--- src/hdl/uart_lsr_defs.svh ---
`ifndef UART_LSR_DEFS_SVH
`define UART_LSR_DEFS_SVH

// Register indices; byte address is four times the index
`define IDX_DATA 3'h0
`define IDX_IRQ_EN 3'h1
`define IDX_FIFO_CTRL 3'h2
`define IDX_MODEM_CONTROL 3'h4
`define IDX_LINE_STATUS 3'h5
`define IDX_MODEM_STATUS 3'h6
`define ADDR_W 12

// Line status bit positions
`define LS_RX_READY 0
`define LS_OVERRUN 1
`define LS_PARITY 2
`define LS_FRAMING 3
`define LS_SILENT 4
`define LS_THR_EMPTY 5
`define LS_ALL_EMPTY 6
`define LS_FIFO_ERR 7

// Modem control bit positions
`define MC_DTR 0
`define MC_RTS 1
`define MC_LOOP_RI 2
`define MC_IRQ_EN 3
`define MC_LOOP 4

// FIFO control bit positions
`define FC_ENABLE 0
`define FC_RX_RESET 1
`define FC_TX_RESET 2

// Queue entry layout: data in 7:0, then error bits
`define E_PARITY 8
`define E_FRAMING 9
`define E_SILENT 10

`define FIFO_DEPTH 5'h10
`define SINGLE_DEPTH 5'h01

`endif

--- src/hdl/uart_lsr_pkg.sv ---
package uart_lsr_pkg;
	typedef logic [10:0] rx_entry_t;

	typedef struct packed {
		rx_entry_t [15:0] rxq;
		logic [3:0] rx_wr;
		logic [3:0] rx_rd;
		logic [4:0] rx_cnt;
		logic [4:0] err_cnt;
		logic [15:0][7:0] txq;
		logic [3:0] tx_wr;
		logic [3:0] tx_rd;
		logic [4:0] tx_cnt;
		logic pe;
		logic fe;
		logic sl;
		logic ov;
		logic rfe;
		logic fifo_en;
		logic [3:0] irq_en;
		logic [4:0] mc;
		logic ack;
		logic [7:0] rdata;
		logic serial_out_pin;
		logic dtr_n;
		logic rts_n;
		logic rx_line;
		logic irq;
	} state_t;
endpackage

--- src/hdl/uart_line_status_modem_control.sv ---
// Our own choices: the APB interface to the registers and the register offsets.
`timescale 1ns/1ns
`include "uart_lsr_defs.svh"

// How it works
// RL1: Without FIFO mode the receive FIFO error flag always reads zero.
// RL2: In FIFO mode an errored byte entering the queue sets the FIFO error flag.
// RL3: Line status read clears FIFO error flag only when no errored bytes remain queued.
// RL4: Transmitter-all-empty reads one only when shift register and holding queue are empty.
// RL5: Single-buffer mode: holding empty sets when the byte moves to shift register; may interrupt.
// RL6: FIFO mode: holding empty means queue empty; any CPU transmit write clears it.
// RL7: Silent line flag sets when a full character time of spacing was received.
// RL8: Framing error flag sets when a received character has no valid stop bit.
// RL9: Parity error flag sets when a received character has wrong parity.
// RL10: In FIFO mode the three error flags describe the byte at the queue head.
// RL11: Reading line status clears silent, framing, parity and overrun flags.
// RL12: Overrun sets when a new character arrives at a full queue; single-buffer mode overwrites the unread one, FIFO mode drops the new one.
// RL13: Receive ready is one while any received byte waits, zero when none remain.
// RL14: Loopback forces serial output high and isolates the external serial input.
// RL15: Loopback drives all modem output pins to their inactive level.
// RL16: Loopback feeds control bits 0..3 into DSR, CTS, RI and carrier detect.
// RL17: Loopback otherwise transmits, receives, flags and interrupts as normal.
// RL18: Interrupt output is driven only while control bit 3 is set.
// RL19: Control bit 2 acts only as looped ring indicate.
// RL20: Request-to-send pin, active low, is the inverse of control bit 1 outside loopback.
// RL21: Data-terminal-ready pin, active low, is the inverse of control bit 0 outside loopback.
// RL22: DSR status reads the inverted pin, or control bit 0 in loopback.
// RL23: FIFO mode is in force exactly while the FIFO enable bit is one.
// RL24: Status reads return pre-clear values; only reported bits are cleared afterwards.
module uart_line_status_modem_control import uart_lsr_pkg::*; (
	input wire logic sys_clk_i,
	input wire logic sys_rst_i,
	input wire logic psel_i,
	input wire logic penable_i,
	input wire logic pwrite_i,
	input wire logic [`ADDR_W-1:0] paddr_i,
	input wire logic [31:0] pwdata_i,
	output logic [31:0] prdata_o,
	output logic pready_o,
	output logic pslverr_o,
	input wire logic rx_push_i,
	input wire logic [7:0] rx_byte_i,
	input wire logic rx_parity_err_i,
	input wire logic rx_framing_err_i,
	input wire logic rx_silent_i,
	output logic rx_line_o,
	input wire logic tx_line_i,
	input wire logic tx_pop_i,
	input wire logic tx_shift_empty_i,
	output logic [7:0] tx_byte_o,
	output logic tx_avail_o,
	input wire logic serial_in_pin_i,
	output logic serial_out_pin_o,
	output logic dtr_n_o,
	output logic rts_n_o,
	input wire logic dsr_n_i,
	input wire logic cts_n_i,
	input wire logic ring_indicate_n_i,
	input wire logic carrier_detect_n_i,
	output logic irq_o
);
	state_t s;
	state_t next_s;
	logic [7:0] line_status;
	logic [7:0] modem_status;
	logic thr_empty;

	function automatic logic hit(input logic [`ADDR_W-1:0] a, input logic [2:0] idx);
		hit = (a[`ADDR_W-1:5] == '0) && (a[1:0] == 2'h0) && (a[4:2] == idx);
	endfunction

	function automatic logic mapped(input logic [`ADDR_W-1:0] a);
		mapped = hit(a, `IDX_DATA) | hit(a, `IDX_IRQ_EN) | hit(a, `IDX_FIFO_CTRL) |
			hit(a, `IDX_MODEM_CONTROL) | hit(a, `IDX_LINE_STATUS) | hit(a, `IDX_MODEM_STATUS);
	endfunction

	// Queue depth of one gives the single-buffer behaviour
	wire logic [4:0] cap = s.fifo_en ? `FIFO_DEPTH : `SINGLE_DEPTH; // see RL23
	wire logic loop = s.mc[`MC_LOOP];

	assign thr_empty = (s.tx_cnt == 5'h00); // see RL5 see RL6
	always_comb begin
		line_status = 8'h00;
		line_status[`LS_RX_READY] = (s.rx_cnt != 5'h00); // see RL13
		line_status[`LS_OVERRUN] = s.ov;
		line_status[`LS_PARITY] = s.pe;
		line_status[`LS_FRAMING] = s.fe;
		line_status[`LS_SILENT] = s.sl;
		line_status[`LS_THR_EMPTY] = thr_empty;
		line_status[`LS_ALL_EMPTY] = thr_empty & tx_shift_empty_i; // see RL4
		line_status[`LS_FIFO_ERR] = s.fifo_en & s.rfe; // see RL1
	end

	// Upper nibble: carrier detect, ring, DSR, CTS; looped from control bits
	always_comb begin
		modem_status = 8'h00;
		modem_status[7] = loop ? s.mc[`MC_IRQ_EN] : ~carrier_detect_n_i; // see RL16
		modem_status[6] = loop ? s.mc[`MC_LOOP_RI] : ~ring_indicate_n_i; // see RL19
		modem_status[5] = loop ? s.mc[`MC_DTR] : ~dsr_n_i; // see RL22
		modem_status[4] = loop ? s.mc[`MC_RTS] : ~cts_n_i;
	end

	always_comb begin
		logic acc;
		logic rd_op;
		logic wr_op;
		logic clr;
		logic rx_pop;
		logic tx_pop;
		logic [4:0] rx_eff;
		logic [4:0] tx_eff;
		logic head_new;
		logic push_err;
		logic ovw;
		rx_entry_t e;
		rx_entry_t h;
		acc = 1'b0;
		rd_op = 1'b0;
		wr_op = 1'b0;
		clr = 1'b0;
		rx_pop = 1'b0;
		tx_pop = 1'b0;
		rx_eff = 5'h00;
		tx_eff = 5'h00;
		head_new = 1'b0;
		push_err = 1'b0;
		ovw = 1'b0;
		e = {rx_silent_i, rx_framing_err_i, rx_parity_err_i, rx_byte_i};
		h = '0;
		next_s = s;

		// Bus: the access phase waits one cycle so read data comes from a flop
		acc = psel_i & penable_i;
		next_s.ack = acc & ~s.ack;
		rd_op = acc & s.ack & ~pwrite_i;
		wr_op = acc & s.ack & pwrite_i & mapped(paddr_i);
		if (acc & ~s.ack) begin
			next_s.rdata = 8'h00;
			if (hit(paddr_i, `IDX_DATA))
				next_s.rdata = (s.rx_cnt != 5'h00) ? s.rxq[s.rx_rd][7:0] : 8'h00;
			if (hit(paddr_i, `IDX_IRQ_EN))
				next_s.rdata = {4'h0, s.irq_en};
			if (hit(paddr_i, `IDX_FIFO_CTRL))
				next_s.rdata = {s.fifo_en, s.fifo_en, 6'h00};
			if (hit(paddr_i, `IDX_MODEM_CONTROL))
				next_s.rdata = {3'h0, s.mc};
			if (hit(paddr_i, `IDX_LINE_STATUS))
				next_s.rdata = line_status; // see RL24
			if (hit(paddr_i, `IDX_MODEM_STATUS))
				next_s.rdata = modem_status;
		end
		clr = rd_op & hit(paddr_i, `IDX_LINE_STATUS);

		// Receive queue
		rx_pop = rd_op & hit(paddr_i, `IDX_DATA) & (s.rx_cnt != 5'h00);
		if (rx_pop) begin
			next_s.rx_rd = s.rx_rd + 4'h1;
			next_s.rx_cnt = s.rx_cnt - 5'h01;
			if (|s.rxq[s.rx_rd][10:8])
				next_s.err_cnt = next_s.err_cnt - 5'h01;
			head_new = 1'b1;
		end
		rx_eff = next_s.rx_cnt;
		if (rx_push_i) begin
			push_err = |e[10:8];
			if (rx_eff < cap) begin
				next_s.rxq[s.rx_wr] = e;
				next_s.rx_wr = s.rx_wr + 4'h1;
				next_s.rx_cnt = rx_eff + 5'h01;
				if (push_err)
					next_s.err_cnt = next_s.err_cnt + 5'h01;
				if (rx_eff == 5'h00)
					head_new = 1'b1;
			end else if (!s.fifo_en) begin
				// Single buffer: the unread byte is replaced
				ovw = 1'b1;
				if (|s.rxq[next_s.rx_rd][10:8])
					next_s.err_cnt = next_s.err_cnt - 5'h01;
				if (push_err)
					next_s.err_cnt = next_s.err_cnt + 5'h01;
				next_s.rxq[next_s.rx_rd] = e;
				head_new = 1'b1;
			end else begin
				// Full queue: the incoming byte is lost, the queued ones kept
				push_err = 1'b0;
			end
		end

		// Clear only what the read reported, then apply new events
		next_s.pe = s.pe & ~(clr & s.rdata[`LS_PARITY]); // see RL11
		next_s.fe = s.fe & ~(clr & s.rdata[`LS_FRAMING]);
		next_s.sl = s.sl & ~(clr & s.rdata[`LS_SILENT]);
		next_s.ov = (s.ov & ~(clr & s.rdata[`LS_OVERRUN])) |
			(rx_push_i & (rx_eff >= cap)); // see RL12
		h = next_s.rxq[next_s.rx_rd];
		if (head_new && next_s.rx_cnt != 5'h00) begin
			next_s.pe = next_s.pe | h[`E_PARITY]; // see RL9 see RL10
			next_s.fe = next_s.fe | h[`E_FRAMING]; // see RL8
			next_s.sl = next_s.sl | h[`E_SILENT]; // see RL7
		end
		next_s.rfe = s.fifo_en & ((s.rfe & ~(clr & s.rdata[`LS_FIFO_ERR] &
			(next_s.err_cnt == 5'h00))) | (push_err & ~ovw)); // see RL2 see RL3

		// Transmit queue
		tx_pop = tx_pop_i & (s.tx_cnt != 5'h00);
		if (tx_pop) begin
			next_s.tx_rd = s.tx_rd + 4'h1;
			next_s.tx_cnt = s.tx_cnt - 5'h01;
		end
		tx_eff = next_s.tx_cnt;
		if (wr_op && hit(paddr_i, `IDX_DATA)) begin
			if (tx_eff < cap) begin
				next_s.txq[s.tx_wr] = pwdata_i[7:0];
				next_s.tx_wr = s.tx_wr + 4'h1;
				next_s.tx_cnt = tx_eff + 5'h01; // see RL6
			end else if (!s.fifo_en) begin
				next_s.txq[next_s.tx_rd] = pwdata_i[7:0];
			end
		end

		// Control registers
		if (wr_op && hit(paddr_i, `IDX_IRQ_EN))
			next_s.irq_en = pwdata_i[3:0];
		if (wr_op && hit(paddr_i, `IDX_MODEM_CONTROL))
			next_s.mc = pwdata_i[4:0];
		if (wr_op && hit(paddr_i, `IDX_FIFO_CTRL)) begin
			next_s.fifo_en = pwdata_i[`FC_ENABLE]; // see RL23
			// Switching mode flushes both queues so depth never exceeds capacity
			if (pwdata_i[`FC_RX_RESET] || pwdata_i[`FC_ENABLE] != s.fifo_en) begin
				next_s.rx_wr = 4'h0;
				next_s.rx_rd = 4'h0;
				next_s.rx_cnt = 5'h00;
				next_s.err_cnt = 5'h00;
				next_s.rfe = 1'b0;
			end
			if (pwdata_i[`FC_TX_RESET] || pwdata_i[`FC_ENABLE] != s.fifo_en) begin
				next_s.tx_wr = 4'h0;
				next_s.tx_rd = 4'h0;
				next_s.tx_cnt = 5'h00;
			end
		end

		// Pins: loopback reroutes, everything else keeps running
		next_s.serial_out_pin = loop | tx_line_i; // see RL14 see RL17
		next_s.rx_line = loop ? tx_line_i : serial_in_pin_i;
		next_s.dtr_n = loop | ~s.mc[`MC_DTR]; // see RL15 see RL21
		next_s.rts_n = loop | ~s.mc[`MC_RTS]; // see RL20
		next_s.irq = s.mc[`MC_IRQ_EN] & ( // see RL18
			(s.irq_en[0] & line_status[`LS_RX_READY]) |
			(s.irq_en[1] & thr_empty) | // see RL5
			(s.irq_en[2] & (s.ov | s.pe | s.fe | s.sl)));
	end

	always_ff @(posedge sys_clk_i) begin
		if (sys_rst_i) begin
			s <= '0;
			s.serial_out_pin <= 1'b1;
			s.rx_line <= 1'b1;
			s.dtr_n <= 1'b1;
			s.rts_n <= 1'b1;
		end else begin
			s <= next_s;
		end
	end

	assign pready_o = s.ack;
	assign pslverr_o = s.ack & ~mapped(paddr_i);
	assign prdata_o = {24'h000000, s.rdata};
	assign tx_byte_o = s.txq[s.tx_rd];
	assign tx_avail_o = (s.tx_cnt != 5'h00);
	assign serial_out_pin_o = s.serial_out_pin;
	assign rx_line_o = s.rx_line;
	assign dtr_n_o = s.dtr_n;
	assign rts_n_o = s.rts_n;
	assign irq_o = s.irq;
endmodule

--- config.mk ---
export PLATFORM = sky130hd
export DESIGN_NAME = uart_line_status_modem_control
export DESIGN_NICKNAME = d
export VERILOG_FILES = /design/src/hdl/uart_lsr_pkg.sv /design/src/hdl/uart_line_status_modem_control.sv
export VERILOG_INCLUDE_DIRS = /design/src /design/src/hdl
export SDC_FILE = /design/constraint.sdc
export NUM_CORES = 1
export LEC_CHECK = 0
export BUFFER_PORTS_ARGS = -buffer_cell sky130_fd_sc_hd__buf_2
export CELL_PAD_IN_SITES_DETAIL_PLACEMENT = 1
export CELL_PAD_IN_SITES_GLOBAL_PLACEMENT = 2
export CORE_MARGIN = 3
export CORE_UTILIZATION = 30
export DETAILED_ROUTE_END_ITERATION = 8
export HOLD_SLACK_MARGIN = 0.08
export PLACE_DENSITY = 0.71
export SYNTH_ARGS = -nofsm -noshare
export SYNTH_HDL_FRONTEND = slang
export SYNTH_SLANG_ARGS = --single-unit
--- constraint.sdc ---
create_clock -name sys_clk_i -period 5.5 [get_ports sys_clk_i]
set_input_delay 1.1 -clock sys_clk_i [delete_from_list [all_inputs] [get_ports sys_clk_i]]
set_output_delay 1.1 -clock sys_clk_i [all_outputs]
set_load 0.02 [all_outputs]
* Word level (Yosys, flattened, before mapping)
Index checks and enable logic that the tools add are counted.
Storage, ports and cells: register bits after elaboration 364, bits of input ports 69, output and inout port bits 48
Operators by class: add/sub/neg operators 12, $lt $le $gt $ge 13, equal/unequal tests 7, mux-type cells 74, bitwise operators 64, reduce and logical (&&, ||, !) cells 31
Operators by type and width (count):
- 176-bit bitwise mux | 2
- 176-bit 2-to-1 mux | 2
- 128-bit bitwise mux | 2
- 128-bit 2-to-1 mux | 2
- 180-bit 2-to-1 mux | 1
- 11-bit binary-select mux with 4-bit select | 3
- 11-bit demux with 4-bit select | 2
- 8-bit 2-to-1 mux | 10
- 5-bit 2-to-1 mux | 13
- 8-bit demux with 4-bit select | 2
- 11-bit 2-to-1 mux | 5
- 18-bit 2-to-1 mux | 2
- 8-bit binary-select mux with 4-bit select | 1
- 1-bit bitwise AND | 31
- 4-bit by 5-bit less-than comparator with 1-bit output, second input constant | 6
- 13-bit 2-to-1 mux | 2
- 5-bit by 1-bit adder with 5-bit output, second input constant | 4
- 5-bit by 1-bit subtractor with 5-bit output, second input constant | 4
- 1-bit OR | 18
- 1-bit 2-to-1 mux | 17
- 4-bit by 1-bit adder with 4-bit output, second input constant | 4
- 4-bit by 1-bit >= comparator with 1-bit output, second input constant | 4
- 1-bit logical AND | 16
- 5-bit zero test | 3
- 21 further kinds | 45

* Depth between registers and ports, before layout
Gate-level depths: netlist of the first run.
depth in word-level cells 26, gate-level depth with buffers 23, gate-level depth less buffers 18

* Worst setup path before layout of the first run
No wires, ideal clock.
kind in2reg, start input paddr_i[7], end register s[24] (netlist bit), library setup time 0.127 ns, arrival 4.892 ns, data required time 5.373 ns, slack 0.481 ns, stages 19, path buffers 4, path through nor4_2 > and3_1 > buf_2 > nand2_1 > buf_4 > a211oi_2 > buf_2 > xnor2_1 > inv_1 > ha_1 > buf_1 > xnor2_1 > and3_1 > o21ai_1 > or4b_2 > a31oi_1 > o21ai_0 > xnor2_1 > a31oi_1
On the way: word-level cells in the longest chain between the ends 26, elaborated cells on any way between the ends 50
Ends and longest elaborated chain:
- start: declaration | RTL line uart_line_status_modem_control.sv:36 | input wire logic [`ADDR_W-1:0] paddr_i,
- 7-bit zero test (*) | RTL line uart_line_status_modem_control.sv:69 | hit = (a[`ADDR_W-1:5] == '0) && (a[1:0] == 2'h0) && (a[4:2] == idx);
- 1-bit logical AND (*) | RTL line uart_line_status_modem_control.sv:69
- 1-bit logical AND | RTL line uart_line_status_modem_control.sv:69
- 1-bit bitwise AND (2 in a row) | RTL line uart_line_status_modem_control.sv:155 | rx_pop = rd_op & hit(paddr_i, `IDX_DATA) & (s.rx_cnt != 5'h00);
- 14-bit 2-to-1 mux | RTL line uart_line_status_modem_control.sv:156 | if (rx_pop) begin
- 11-bit binary-select mux with 4-bit select | RTL line uart_line_status_modem_control.sv:177 | if (|s.rxq[next_s.rx_rd][10:8])
- 11-bit 2-to-1 mux (not written as such) | RTL line uart_line_status_modem_control.sv:177
- 3-bit OR reduction | RTL line uart_line_status_modem_control.sv:177
- [9 not listed]
- 5-bit zero test | RTL line uart_line_status_modem_control.sv:202 | (next_s.err_cnt == 5'h00))) | (push_err & ~ovw));
- 1-bit bitwise AND | RTL line uart_line_status_modem_control.sv:201 | next_s.rfe = s.fifo_en & ((s.rfe & ~(clr & s.rdata[`LS_FIFO_ERR] &
- 1-bit NOT | RTL line uart_line_status_modem_control.sv:201
- 1-bit bitwise AND | RTL line uart_line_status_modem_control.sv:201
- 1-bit OR | RTL line uart_line_status_modem_control.sv:201
- 1-bit bitwise AND | RTL line uart_line_status_modem_control.sv:201
- 1-bit 2-to-1 mux | RTL line uart_line_status_modem_control.sv:229 | if (pwdata_i[`FC_RX_RESET] || pwdata_i[`FC_ENABLE] != s.fifo_en) begin
- 2-bit 2-to-1 mux (*) | RTL line uart_line_status_modem_control.sv:226 | if (wr_op && hit(paddr_i, `IDX_FIFO_CTRL)) begin
- end signal: assignment | RTL line uart_line_status_modem_control.sv:262 | s <= next_s;
- end: declaration | RTL line uart_line_status_modem_control.sv:62 | state_t s;
Mark *: on every way between the ends. The rest lies on a longest branch, timed or not. The select of a mux whose other input is x is not followed. A chain may end at the register's enable or synchronous reset.

* Final worst setup path of the first run
start register s[180] (netlist bit), end register s[24] (netlist bit)
On the way: word-level cells in the longest chain between the ends 23, elaborated cells on any way between the ends 29
Ends and longest elaborated chain:
- 11-bit binary-select mux with 4-bit select | RTL line uart_line_status_modem_control.sv:159 | if (|s.rxq[s.rx_rd][10:8])
- 11-bit 2-to-1 mux (not written as such) | RTL line uart_line_status_modem_control.sv:159
- 3-bit OR reduction | RTL line uart_line_status_modem_control.sv:159
- 5-bit 2-to-1 mux | RTL line uart_line_status_modem_control.sv:159
- 14-bit 2-to-1 mux (*) | RTL line uart_line_status_modem_control.sv:156
- 5-bit by 1-bit subtractor with 5-bit output | RTL line uart_line_status_modem_control.sv:178 | next_s.err_cnt = next_s.err_cnt - 5'h01;
- 5-bit 2-to-1 mux | RTL line uart_line_status_modem_control.sv:177
- 5-bit 2-to-1 mux | RTL line uart_line_status_modem_control.sv:174 | end else if (!s.fifo_en) begin
- [7 not listed]
- 5-bit zero test (*) | RTL line uart_line_status_modem_control.sv:202
- 1-bit bitwise AND (*) | RTL line uart_line_status_modem_control.sv:201
- 1-bit NOT (*) | RTL line uart_line_status_modem_control.sv:201
- 1-bit bitwise AND (*) | RTL line uart_line_status_modem_control.sv:201
- 1-bit OR (*) | RTL line uart_line_status_modem_control.sv:201
- 1-bit bitwise AND (*) | RTL line uart_line_status_modem_control.sv:201
- 1-bit 2-to-1 mux | RTL line uart_line_status_modem_control.sv:229
- 2-bit 2-to-1 mux (*) | RTL line uart_line_status_modem_control.sv:226
Marked as above.

==> results_dict.tcl, run 1 <==
set metrics [dict create \
    outcome "complete, no violations" \
    place_area_mm2 0.0201 \
    via_per_inst 5.27 \
    reg2reg_to "s[24]$_SDFF_PP0_" \
    drive_above_1_share_pct 15.5 \
    worst_slew_pin_slew_ns 1.22 \
    cts.path.max_buffers 3 \
    die_w_um 258 \
    fin_util_pct 34.6 \
    wl_um 62000 \
    synthFlopType "dfxtp_1" \
    worstSetupEndpointType "register" \
    grt_pass1_vias 15900 \
    whs_ns 0.474 \
    die_h_um 258 \
    worst_path_max_delay_cell "dfxtp_4" \
    powerDensity_mw_per_mm2 326 \
    initialDrtViolationCount 989 \
    clk-insertion-delay-late_ns 0.59 \
    pin_count 117 \
    rows 91 \
    numPortBuffers 68 \
    netlist-cell-type-count 91 \
    rr_startpoint "s[180]$_SDFF_PP0_" \
    grt_max_degree 113 \
    gr-total-overflow 0 \
    grt_use_total_pct 18.3 \
    hold_start "s[15]$_SDFFE_PP0P_" \
    finalSetupViolations 0 \
    async_flop_share_pct 0 \
    n_fill_cell 7225 \
    first_pass_iters 5 \
    crit_path_max_fanout 46 \
    vias 15500 \
    fin_setup_tns_ns 0 \
    hold_viol_final 0 \
    cts_max_level 2 \
    finClkSkew_ns 0.0248 \
    initial_core_util_pct 30.6 \
    r2r_cells 17 \
    setup.worst_path.class "register to register" \
    r2r_slack_ns 0.48 \
    slew_viol_final 0 \
    yosysTopAreaCell "dfxtp_1" \
    syn_avg_cell_area_um2 9.25 \
    crit_chain "nor4b_1 > o41ai_1 > nor4_1 > a211oi_2 > buf_4 > xnor2_1 > inv_1 > ha_1 > xnor2_1 > and3_1 > o21ai_1 > nor2_1 > or4_1 > a31oi_1 > o21ai_0 > xnor2_1 > a31oi_1" \
    cp_common_cell "xnor2_1" \
    crit_arrival_ns 5.48 \
    clk_pin_slew_ns 0.06 \
    post_cts.repair.setup_buffers 0 \
    hold_class "register to register" \
    cp-start-kind "register" \
    place.gp.congestion 0.914 \
    min_to "rts_n_o$_SDFF_PP1_" \
    cp.required_ns 5.96 \
    vdd_drop_max_mv 0.276 \
    drv_cap 0 \
    slew_headroom_pct 18.0 \
    p_total_mw 7.03 \
    leakage_nw 9.11 \
    seq_area_mm2 0.00729 \
    diodes 0 \
    antenna_found_initial 1 \
    synthTopCellsByArea "dfxtp_1 38%, mux2i_1 17%, nor2_1 8.7%" \
    cts_tree "yes" \
    clock_sinks 364 \
    multiInputGateArea_mm2 0.0109 \
    nets 2158 \
    max_stage_delay_ns 0.72 \
    postCtsHoldBufs 0 \
    min_path_cells 1 \
    period_needed_ns 5.02 \
    synth_area_mm2 0.0191 \
    dieArea_mm2 0.0668 \
    yosys_warnings 0 \
    rsz0062_at_grt "false" \
    synth_edf_count 0 \
    fmaxAchievable_mhz 199 \
    wl_per_cell_um 21.1 \
    ant_nets 0 \
    post_cts_resize_count 0 \
    stdcell_area_mm2 0.0216 \
    ys_seq_elements 364 \
    synth_top_area_share_pct 38.1 \
    design.core.area_mm2 0.0624 \
    syn_inst 2066 \
    cts_buffers 44 \
    timing.final.crit_share_pct 91.2 \
    cts-root-buf "clkbuf_16" \
    area_growth_pct 13.0 \
    place_hpwl_um 42900 \
    drc 0 \
    grt_pass1_wl_um 96400 \
    seq_area_frac_synth_pct 38.1 \
]
[per-stage QoR]
step           setup WS [ns]  std cells
2_1_floorplan          0.481       2089
3_3_place_gp           0.416       2858
3_5_place_dp           0.384       2858
4_1_cts                0.545       2937
5_1_grt                0.239       2937
6_report               0.484       2937
[cell families after synthesis]
logic type	Yosys count	share of synthesized area (%)
adder cells (fa/ha/maj)	22	1.44
AND/OR/NAND/NOR	732	17.2
buffers and inverters	218	5.45
multiplexers	406	25.4
XOR/XNOR	48	2.40
AO/OA/AOI/OAI	275	9.95
other	1	0.0196
flip-flops	364	38.1
[worst max-delay path, delay by kind of cell (launching register included)]
| kind | cells | cell delay (ns) |
|---|---|---|
| buffers and inverters | 2 | 0.43 |
| AND/OR/NAND/NOR | 5 | 1.73 |
| flip-flops | 1 | 0.72 |
| XOR/XNOR | 3 | 0.79 |
| AO/OA/AOI/OAI | 6 | 0.86 |
| adder cells (fa/ha/maj) | 1 | 0.34 |
[routing by layer]
metal  part of all wire [%]  GRT usage [%]  vias to the layer above  routed length (um)
met3                    3.7           2.34                       98                2290
met5                      0              0                        -                   0
met2                     47           30.3                      293               29200
li1                       -              -                     7298                   -
met4                    2.6           5.50                        0                1640
met1                     47           24.9                     7776               28800
[cell usage after synthesis (22+ instances only)]
library cell and count:
mux4_2 62, mux2i_1 329, o21ai_0 45, nor3_1 40
nand3_1 28, nor2_1 442, buf_2 34, clkbuf_1 105
nand2_1 87, ha_1 22, and3_1 25, a21oi_1 59
xnor2_1 27, buf_4 36, inv_1 24, nor4_1 29
dfxtp_1 364
[registers in the layout, summed over array words and instances (netlist names)]
name	flops
loop	1
line_status	4
irq_o	1
serial_out_pin_o	1
dtr_n_o	1
pready_o	1
rts_n_o	1
rx_line_o	1
prdata_o	8
s	345
[cell type report]
class	count	area share, %
multi-input cells	1507	50.5
flip-flops and latches	364	33.8
clock buffers	69	6.09
well taps	837	4.85
repair buffers	125	3.66
clock inverters	10	0.637
inverters	25	0.435
[worst max-delay path by stage]
| stage | to | slack [ns] | cells past startpoint | from |
|---|---|---|---|---|
| finish | s[24]$_SDFF_PP0_ | 0.48 | 17 | s[180]$_SDFF_PP0_ |
| detailed placement | line_status[3]$_SDFF_PP0_ | 0.38 | 16 | pwrite_i |
| floorplan | s[24]$_SDFF_PP0_ | 0.48 | 19 | paddr_i[7] |
| CTS | s[24]$_SDFF_PP0_ | 0.54 | 17 | s[180]$_SDFF_PP0_ |
| global route | s[24]$_SDFF_PP0_ | 0.24 | 17 | s[180]$_SDFF_PP0_ |
| global placement | line_status[4]$_SDFF_PP0_ | 0.42 | 18 | pwrite_i |
[placed cells by master (no fill, tap or decap), drive strengths merged, types with 33 or more instances in the layout]
master	n
nand2	89
clkbuf	69
buf	125
mux2i	329
mux4	62
a21oi	60
dfxtp	364
nor2	450
o21ai	68
nor3	43
nor4	33
[report_power, final]
part           total, mW  switching, mW  internal, mW
Sequential          2.83          0.130          2.70
Clock               2.91           1.21          1.70
Combinational       1.29          0.797         0.493
Note: power is estimated with default switching activity, not from simulation.
==> run 2: changes to the inputs <==
--- a/config.mk
+++ b/config.mk
@@ -12,6 +12,7 @@
 export CORE_MARGIN = 3
 export CORE_UTILIZATION = 30
 export DETAILED_ROUTE_END_ITERATION = 8
+export GPL_TIMING_DRIVEN = 0
 export HOLD_SLACK_MARGIN = 0.08
 export PLACE_DENSITY = 0.71
 export SYNTH_ARGS = -nofsm -noshare
==> results_dict.tcl, run 2 (synthesis gave the netlist of run 1 again) <==
set metrics [dict create \
    outcome "complete, no violations" \
    design.core.area_mm2 0.0624 \
    initial_core_util_pct 30.6 \
    setup.worst_path.class "register to register" \
    hold_start "s[15]$_SDFFE_PP0P_" \
    use_met1_pct 28.1 \
    finalSetupViolations 0 \
    worst_path_max_delay_cell "clkbuf_1" \
    use_met3_pct 3.18 \
    cp-start-kind "register" \
    diodes 0 \
    timing.final.crit_share_pct 95.5 \
    vias 16200 \
    slew_headroom_pct 22.7 \
    crit_family "buffers and inverters" \
    wl_um 70400 \
    min_to "rts_n_o$_SDFF_PP1_" \
    period_needed_ns 5.25 \
    rsz0062_at_grt "true" \
    min_path_cells 1 \
    dieArea_mm2 0.0668 \
    die_w_um 258 \
    ant_nets 0 \
    grt_max_degree 14 \
    cts.path.max_buffers 3 \
    area_growth_pct 15.6 \
    place_hpwl_um 52400 \
    cp_common_cell "clkbuf_1" \
    drive_above_1_share_pct 14.9 \
    vdd_drop_max_mv 0.178 \
    hold_class "register to register" \
    rr_startpoint "s[181]$_SDFF_PP0_" \
    grt_use_total_pct 20.7 \
    reg2reg_to "line_status[3]$_SDFF_PP0_" \
    whs_ns 0.471 \
    initialDrtViolationCount 974 \
    largest-register "s" \
    worstSetupEndpointType "register" \
    powerDensity_mw_per_mm2 325 \
    crit_path_max_fanout 10 \
    hold_viol_final 0 \
    crit_buf_inv 5 \
    numPortBuffers 60 \
    crit_chain "clkbuf_1 > clkbuf_1 > clkbuf_1 > nor2_1 > mux2i_1 > clkbuf_1 > nor4b_2 > o21ai_1 > buf_4 > mux2i_1 > o22ai_1 > a21oi_1 > nand4_1 > o31a_1" \
    r2r_cells 14 \
    fin_util_pct 35.4 \
    rows 91 \
    clk-insertion-delay-late_ns 0.59 \
    drc 0 \
    clock_sinks 364 \
    crit_arrival_ns 5.74 \
    leakage_nw 9.34 \
    max_stage_delay_ns 0.71 \
    drv_cap 0 \
    r2r_slack_ns 0.25 \
    first_pass_iters 5 \
    place.gp.congestion 0.890 \
    cp.required_ns 5.98 \
    grt_busiest_layer "met2" \
    pin_count 117 \
    wl_per_cell_um 23.0 \
    antenna_found_initial 0 \
    finClkSkew_ns 0.0223 \
    cts-root-buf "clkbuf_16" \
    grt_pass1_wl_um 106000 \
    mostFrequentLayoutCells "441 x nor2_1, 364 x dfxtp_1, 329 x mux2i_1" \
    slew_viol_final 0 \
    cts_max_level 2 \
    grtUsageMet2_pct 34.2 \
    worst_slew_pin_slew_ns 1.16 \
    die_h_um 258 \
    final_common_cell "nor2_1" \
    gr-total-overflow 0 \
    fmaxAchievable_mhz 190 \
    via_per_inst 5.28 \
    cts_buffers 44 \
    nets 2288 \
    largest_reg_flops 345 \
    grt_pass1_vias 16800 \
    clk_pin_slew_ns 0.06 \
    cts_tree "yes" \
]
-- run 2: changes by cell type in the layout (fill, tap and decap cells not counted), moves of 3 or more --
| cell | change |
|---|---|
| dfxtp_1 | +4 |
| buf_4 | -15 |
| dfxtp_2 | -3 |
| buf_1 | +11 |
| o21ai_2 | -9 |
| o21ai_1 | +10 |
| buf_2 | +25 |
| clkinvlp_4 | -3 |
| buf_6 | +6 |
| clkbuf_1 | +102 |
-- run 2: what timing repair did --
item / in CTS / in global routing
resized for setup: 5 / 10
setup buffers: 3 / 0
hold buffers: 0 / 0
endpoints found under the hold margin: 0 / 0
pin swaps: 2 / 0
endpoints found under the setup margin: 5 / 5
-- run 2: how the worst max path moves through the flow --
stage | depth (start not counted) | slack, ns | endpoint | from
floorplan | 19 | 0.48 | s[24]$_SDFF_PP0_ | paddr_i[7]
global placement | 21 | -0.89 | s[24]$_SDFF_PP0_ | paddr_i[4]
detailed placement | 21 | -0.90 | s[24]$_SDFF_PP0_ | paddr_i[6]
CTS | 22 | 0.03 | s[24]$_SDFF_PP0_ | paddr_i[6]
global route | 20 | -0.01 | line_status[3]$_SDFF_PP0_ | paddr_i[7]
finish | 14 | 0.25 | line_status[3]$_SDFF_PP0_ | s[181]$_SDFF_PP0_
-- run 2: where the power goes --
part           leakage, nW  internal (mW)  switching [mW]
Clock                0.715           1.73            1.22
Combinational         5.69          0.521           0.954
Sequential            2.94           2.70          0.0569
-- run 2: stage by stage --
step | total power, mW | cells | setup slack, ns | instance area (um2) | setup TNS (ns)
floorplan | 3.83 | 2089 | 0.481 | 19200 | 0
global placement | 4.24 | 2986 | -0.887 | 20500 | -5.27
detailed placement | 4.27 | 2986 | -0.904 | 20500 | -7.69
CTS | 7.25 | 3065 | 0.0336 | 22000 | 0
global route | 7.52 | 3064 | -0.0101 | 22100 | -0.0101
finish | 7.18 | 3064 | 0.248 | 22100 | 0
-- run 2: layout make-up --
cell class	count	area (um2)
repair buffers	63	323
flip-flops and latches	364	7290
multi-input cells	1507	10900
plain buffers	192	948
well taps	837	1050
fillers	7258	40300
inverters	25	93.8
clock buffers	65	1290
clock inverters	11	174
-- run 2: layer usage --
metal	share of wire (%)	vias to the layer above
met5	0	-
met4	2.5	0
met3	4.7	93
met2	47	380
met1	46	8134
li1	-	7563
==> run 3: changes to the inputs <==
--- a/config.mk
+++ b/config.mk
@@ -7,14 +7,12 @@
 export NUM_CORES = 1
 export LEC_CHECK = 0
 export BUFFER_PORTS_ARGS = -buffer_cell sky130_fd_sc_hd__buf_2
-export CELL_PAD_IN_SITES_DETAIL_PLACEMENT = 1
-export CELL_PAD_IN_SITES_GLOBAL_PLACEMENT = 2
 export CORE_MARGIN = 3
 export CORE_UTILIZATION = 30
 export DETAILED_ROUTE_END_ITERATION = 8
 export GPL_TIMING_DRIVEN = 0
 export HOLD_SLACK_MARGIN = 0.08
-export PLACE_DENSITY = 0.71
+export PLACE_DENSITY = 0.52
 export SYNTH_ARGS = -nofsm -noshare
 export SYNTH_HDL_FRONTEND = slang
 export SYNTH_SLANG_ARGS = --single-unit
==> results_dict.tcl, run 3 (synthesis gave the netlist of run 1 again) <==
set metrics [dict create \
    outcome "complete, no violations" \
    drc 0 \
    hold_start "prdata_o[2]$_SDFFE_PP0P_" \
    min_path_cells 2 \
    leakage_nw 9.34 \
    initial_core_util_pct 30.6 \
    reg2reg_to "line_status[2]$_SDFF_PP0_" \
    r2r_slack_ns 0.15 \
    postCtsHoldBufs 0 \
    rr_startpoint "s[181]$_SDFF_PP0_" \
    fin_setup_tns_ns 0 \
    die_h_um 258 \
    crit_family "buffers and inverters" \
    die_w_um 258 \
    largest-register "s" \
    post-place-ws_ns -0.850 \
    setup_ws_ns 0.153 \
    cts_tree "yes" \
    crit_path_max_fanout 10 \
    finalSetupViolations 0 \
    via_per_inst 5.24 \
    wl_per_cell_um 20.8 \
    dp_cells 2986 \
    hold_class "register to register" \
    cts.path.max_buffers 3 \
    worst_slew_pin_slew_ns 1.06 \
    nets 2289 \
    crit_buf_inv 5 \
    slew_headroom_pct 29.2 \
    instances_no_fill 3067 \
    final_common_cell "nor2_1" \
    grt_pass1_vias 15700 \
    crit_arrival_ns 5.83 \
    vdd_drop_max_mv 0.194 \
    dieArea_mm2 0.0668 \
    design.core.area_mm2 0.0624 \
    period_needed_ns 5.35 \
    timing.final.crit_share_pct 97.2 \
    hold_viol_final 0 \
    largest_reg_flops 345 \
    grt_pass1_wl_um 96600 \
    ant_nets 0 \
    rsz0062_at_grt "false" \
    cts_max_level 2 \
    drive_above_1_share_pct 14.9 \
    antenna_found_initial 1 \
    cp-start-kind "register" \
    mostFrequentLayoutCells "441 x nor2_1, 364 x dfxtp_1, 329 x mux2i_1" \
    cts_buffers 43 \
    drv_cap 0 \
    numPortBuffers 60 \
    rows 91 \
    slew_viol_final 0 \
    setup.worst_path.class "register to register" \
    grt_use_total_pct 18.5 \
    cp_common_cell "clkbuf_1" \
    cts-root-buf "clkbuf_16" \
    r2r_cells 14 \
    wl_um 63700 \
    grt_max_degree 14 \
    clk_pin_slew_ns 0.07 \
    gr-total-overflow 0 \
    p_total_mw 7.12 \
    fmaxAchievable_mhz 187 \
    crit_chain "clkbuf_1 > clkbuf_1 > clkbuf_1 > nor2_1 > mux2i_1 > clkbuf_1 > nor4b_2 > o21ai_1 > buf_4 > mux2i_1 > o22ai_1 > o21ai_0 > nand3_1 > o21a_1" \
    initialDrtViolationCount 1290 \
    worstSetupEndpointType "register" \
    clock_sinks 364 \
    first_pass_iters 7 \
    vias 16100 \
    worst_path_max_delay_cell "clkbuf_1" \
    n_fill_cell 6400 \
    cp.required_ns 5.98 \
    finClkSkew_ns 0.0339 \
    place_hpwl_um 48000 \
    max_stage_delay_ns 0.64 \
    powerDensity_mw_per_mm2 322 \
    area_growth_pct 15.6 \
    place.gp.congestion 0.955 \
    min_to "prdata_o[2]$_SDFFE_PP0P_" \
    pin_count 117 \
    clk-insertion-delay-late_ns 0.59 \
]
run 3: worst max-delay path by stage:
stage | start | cells past startpoint | end | slack, ns
floorplan | paddr_i[7] | 19 | s[24]$_SDFF_PP0_ | 0.48
global placement | paddr_i[7] | 21 | s[24]$_SDFF_PP0_ | -0.81
detailed placement | paddr_i[6] | 20 | s[24]$_SDFF_PP0_ | -0.85
CTS | paddr_i[6] | 20 | line_status[2]$_SDFF_PP0_ | 0.05
global route | s[175]$_SDFF_PP0_ | 23 | s[24]$_SDFF_PP0_ | 0.0009
finish | s[181]$_SDFF_PP0_ | 14 | line_status[2]$_SDFF_PP0_ | 0.15
run 3: final cells by class:
type,instances,area (um2),area share [%]
Clock buffer,60,1200,5.43
Sequential cell,364,7290,33.0
Timing Repair Buffer,64,343,1.55
Multi-Input combinational cell,1507,10900,49.5
Clock inverter,16,231,1.05
Buffer,193,955,4.32
Inverter,25,93.8,0.425
Antenna cell,1,2.50,0.0113
Tap cell,837,1050,4.74
run 3: report_power, final:
part	total [mW]	leakage [nW]	internal, mW	switching [mW]
sequential	2.76	2.94	2.70	0.0564
combinational	1.43	5.70	0.512	0.913
clock	2.93	0.699	1.73	1.21
total	7.12	9.34	4.94	2.18
run 3: worst register-to-register path, cell delays in order (launching register included):
cell and delay [ns]:
dfxtp_1 0.34, clkbuf_1 0.41, clkbuf_1 0.55, clkbuf_1 0.63
nor2_1 0.10, mux2i_1 0.33, clkbuf_1 0.64, nor4b_2 0.10
o21ai_1 0.51, buf_4 0.35, mux2i_1 0.28, o22ai_1 0.12
o21ai_0 0.44, nand3_1 0.22, o21a_1 0.23
run 3: metrics by stage:
step | util, % | area, um2 | hold slack [ns]
CTS | 35.3 | 22000 | 0.476
finish | 35.4 | 22100 | 0.484
global placement | 32.9 | 20500 | 0.467
global route | 35.4 | 22100 | 0.502
detailed placement | 32.9 | 20500 | 0.465
floorplan | - | 19200 | 0.384
run 3: routing by layer:
layer	wire, um	vias up	global-route usage [%]
li1	-	7587	-
met1	29200	7896	25.4
met2	29700	483	30.4
met3	3470	90	2.89
met4	1300	0	5.03
met5	0	-	0
run 3: timing repair:
item | CTS | global route
pin swaps | 1 | 2
endpoints found under the setup margin | 4 | 5
setup buffers | 1 | 3
resized for setup | 4 | 13
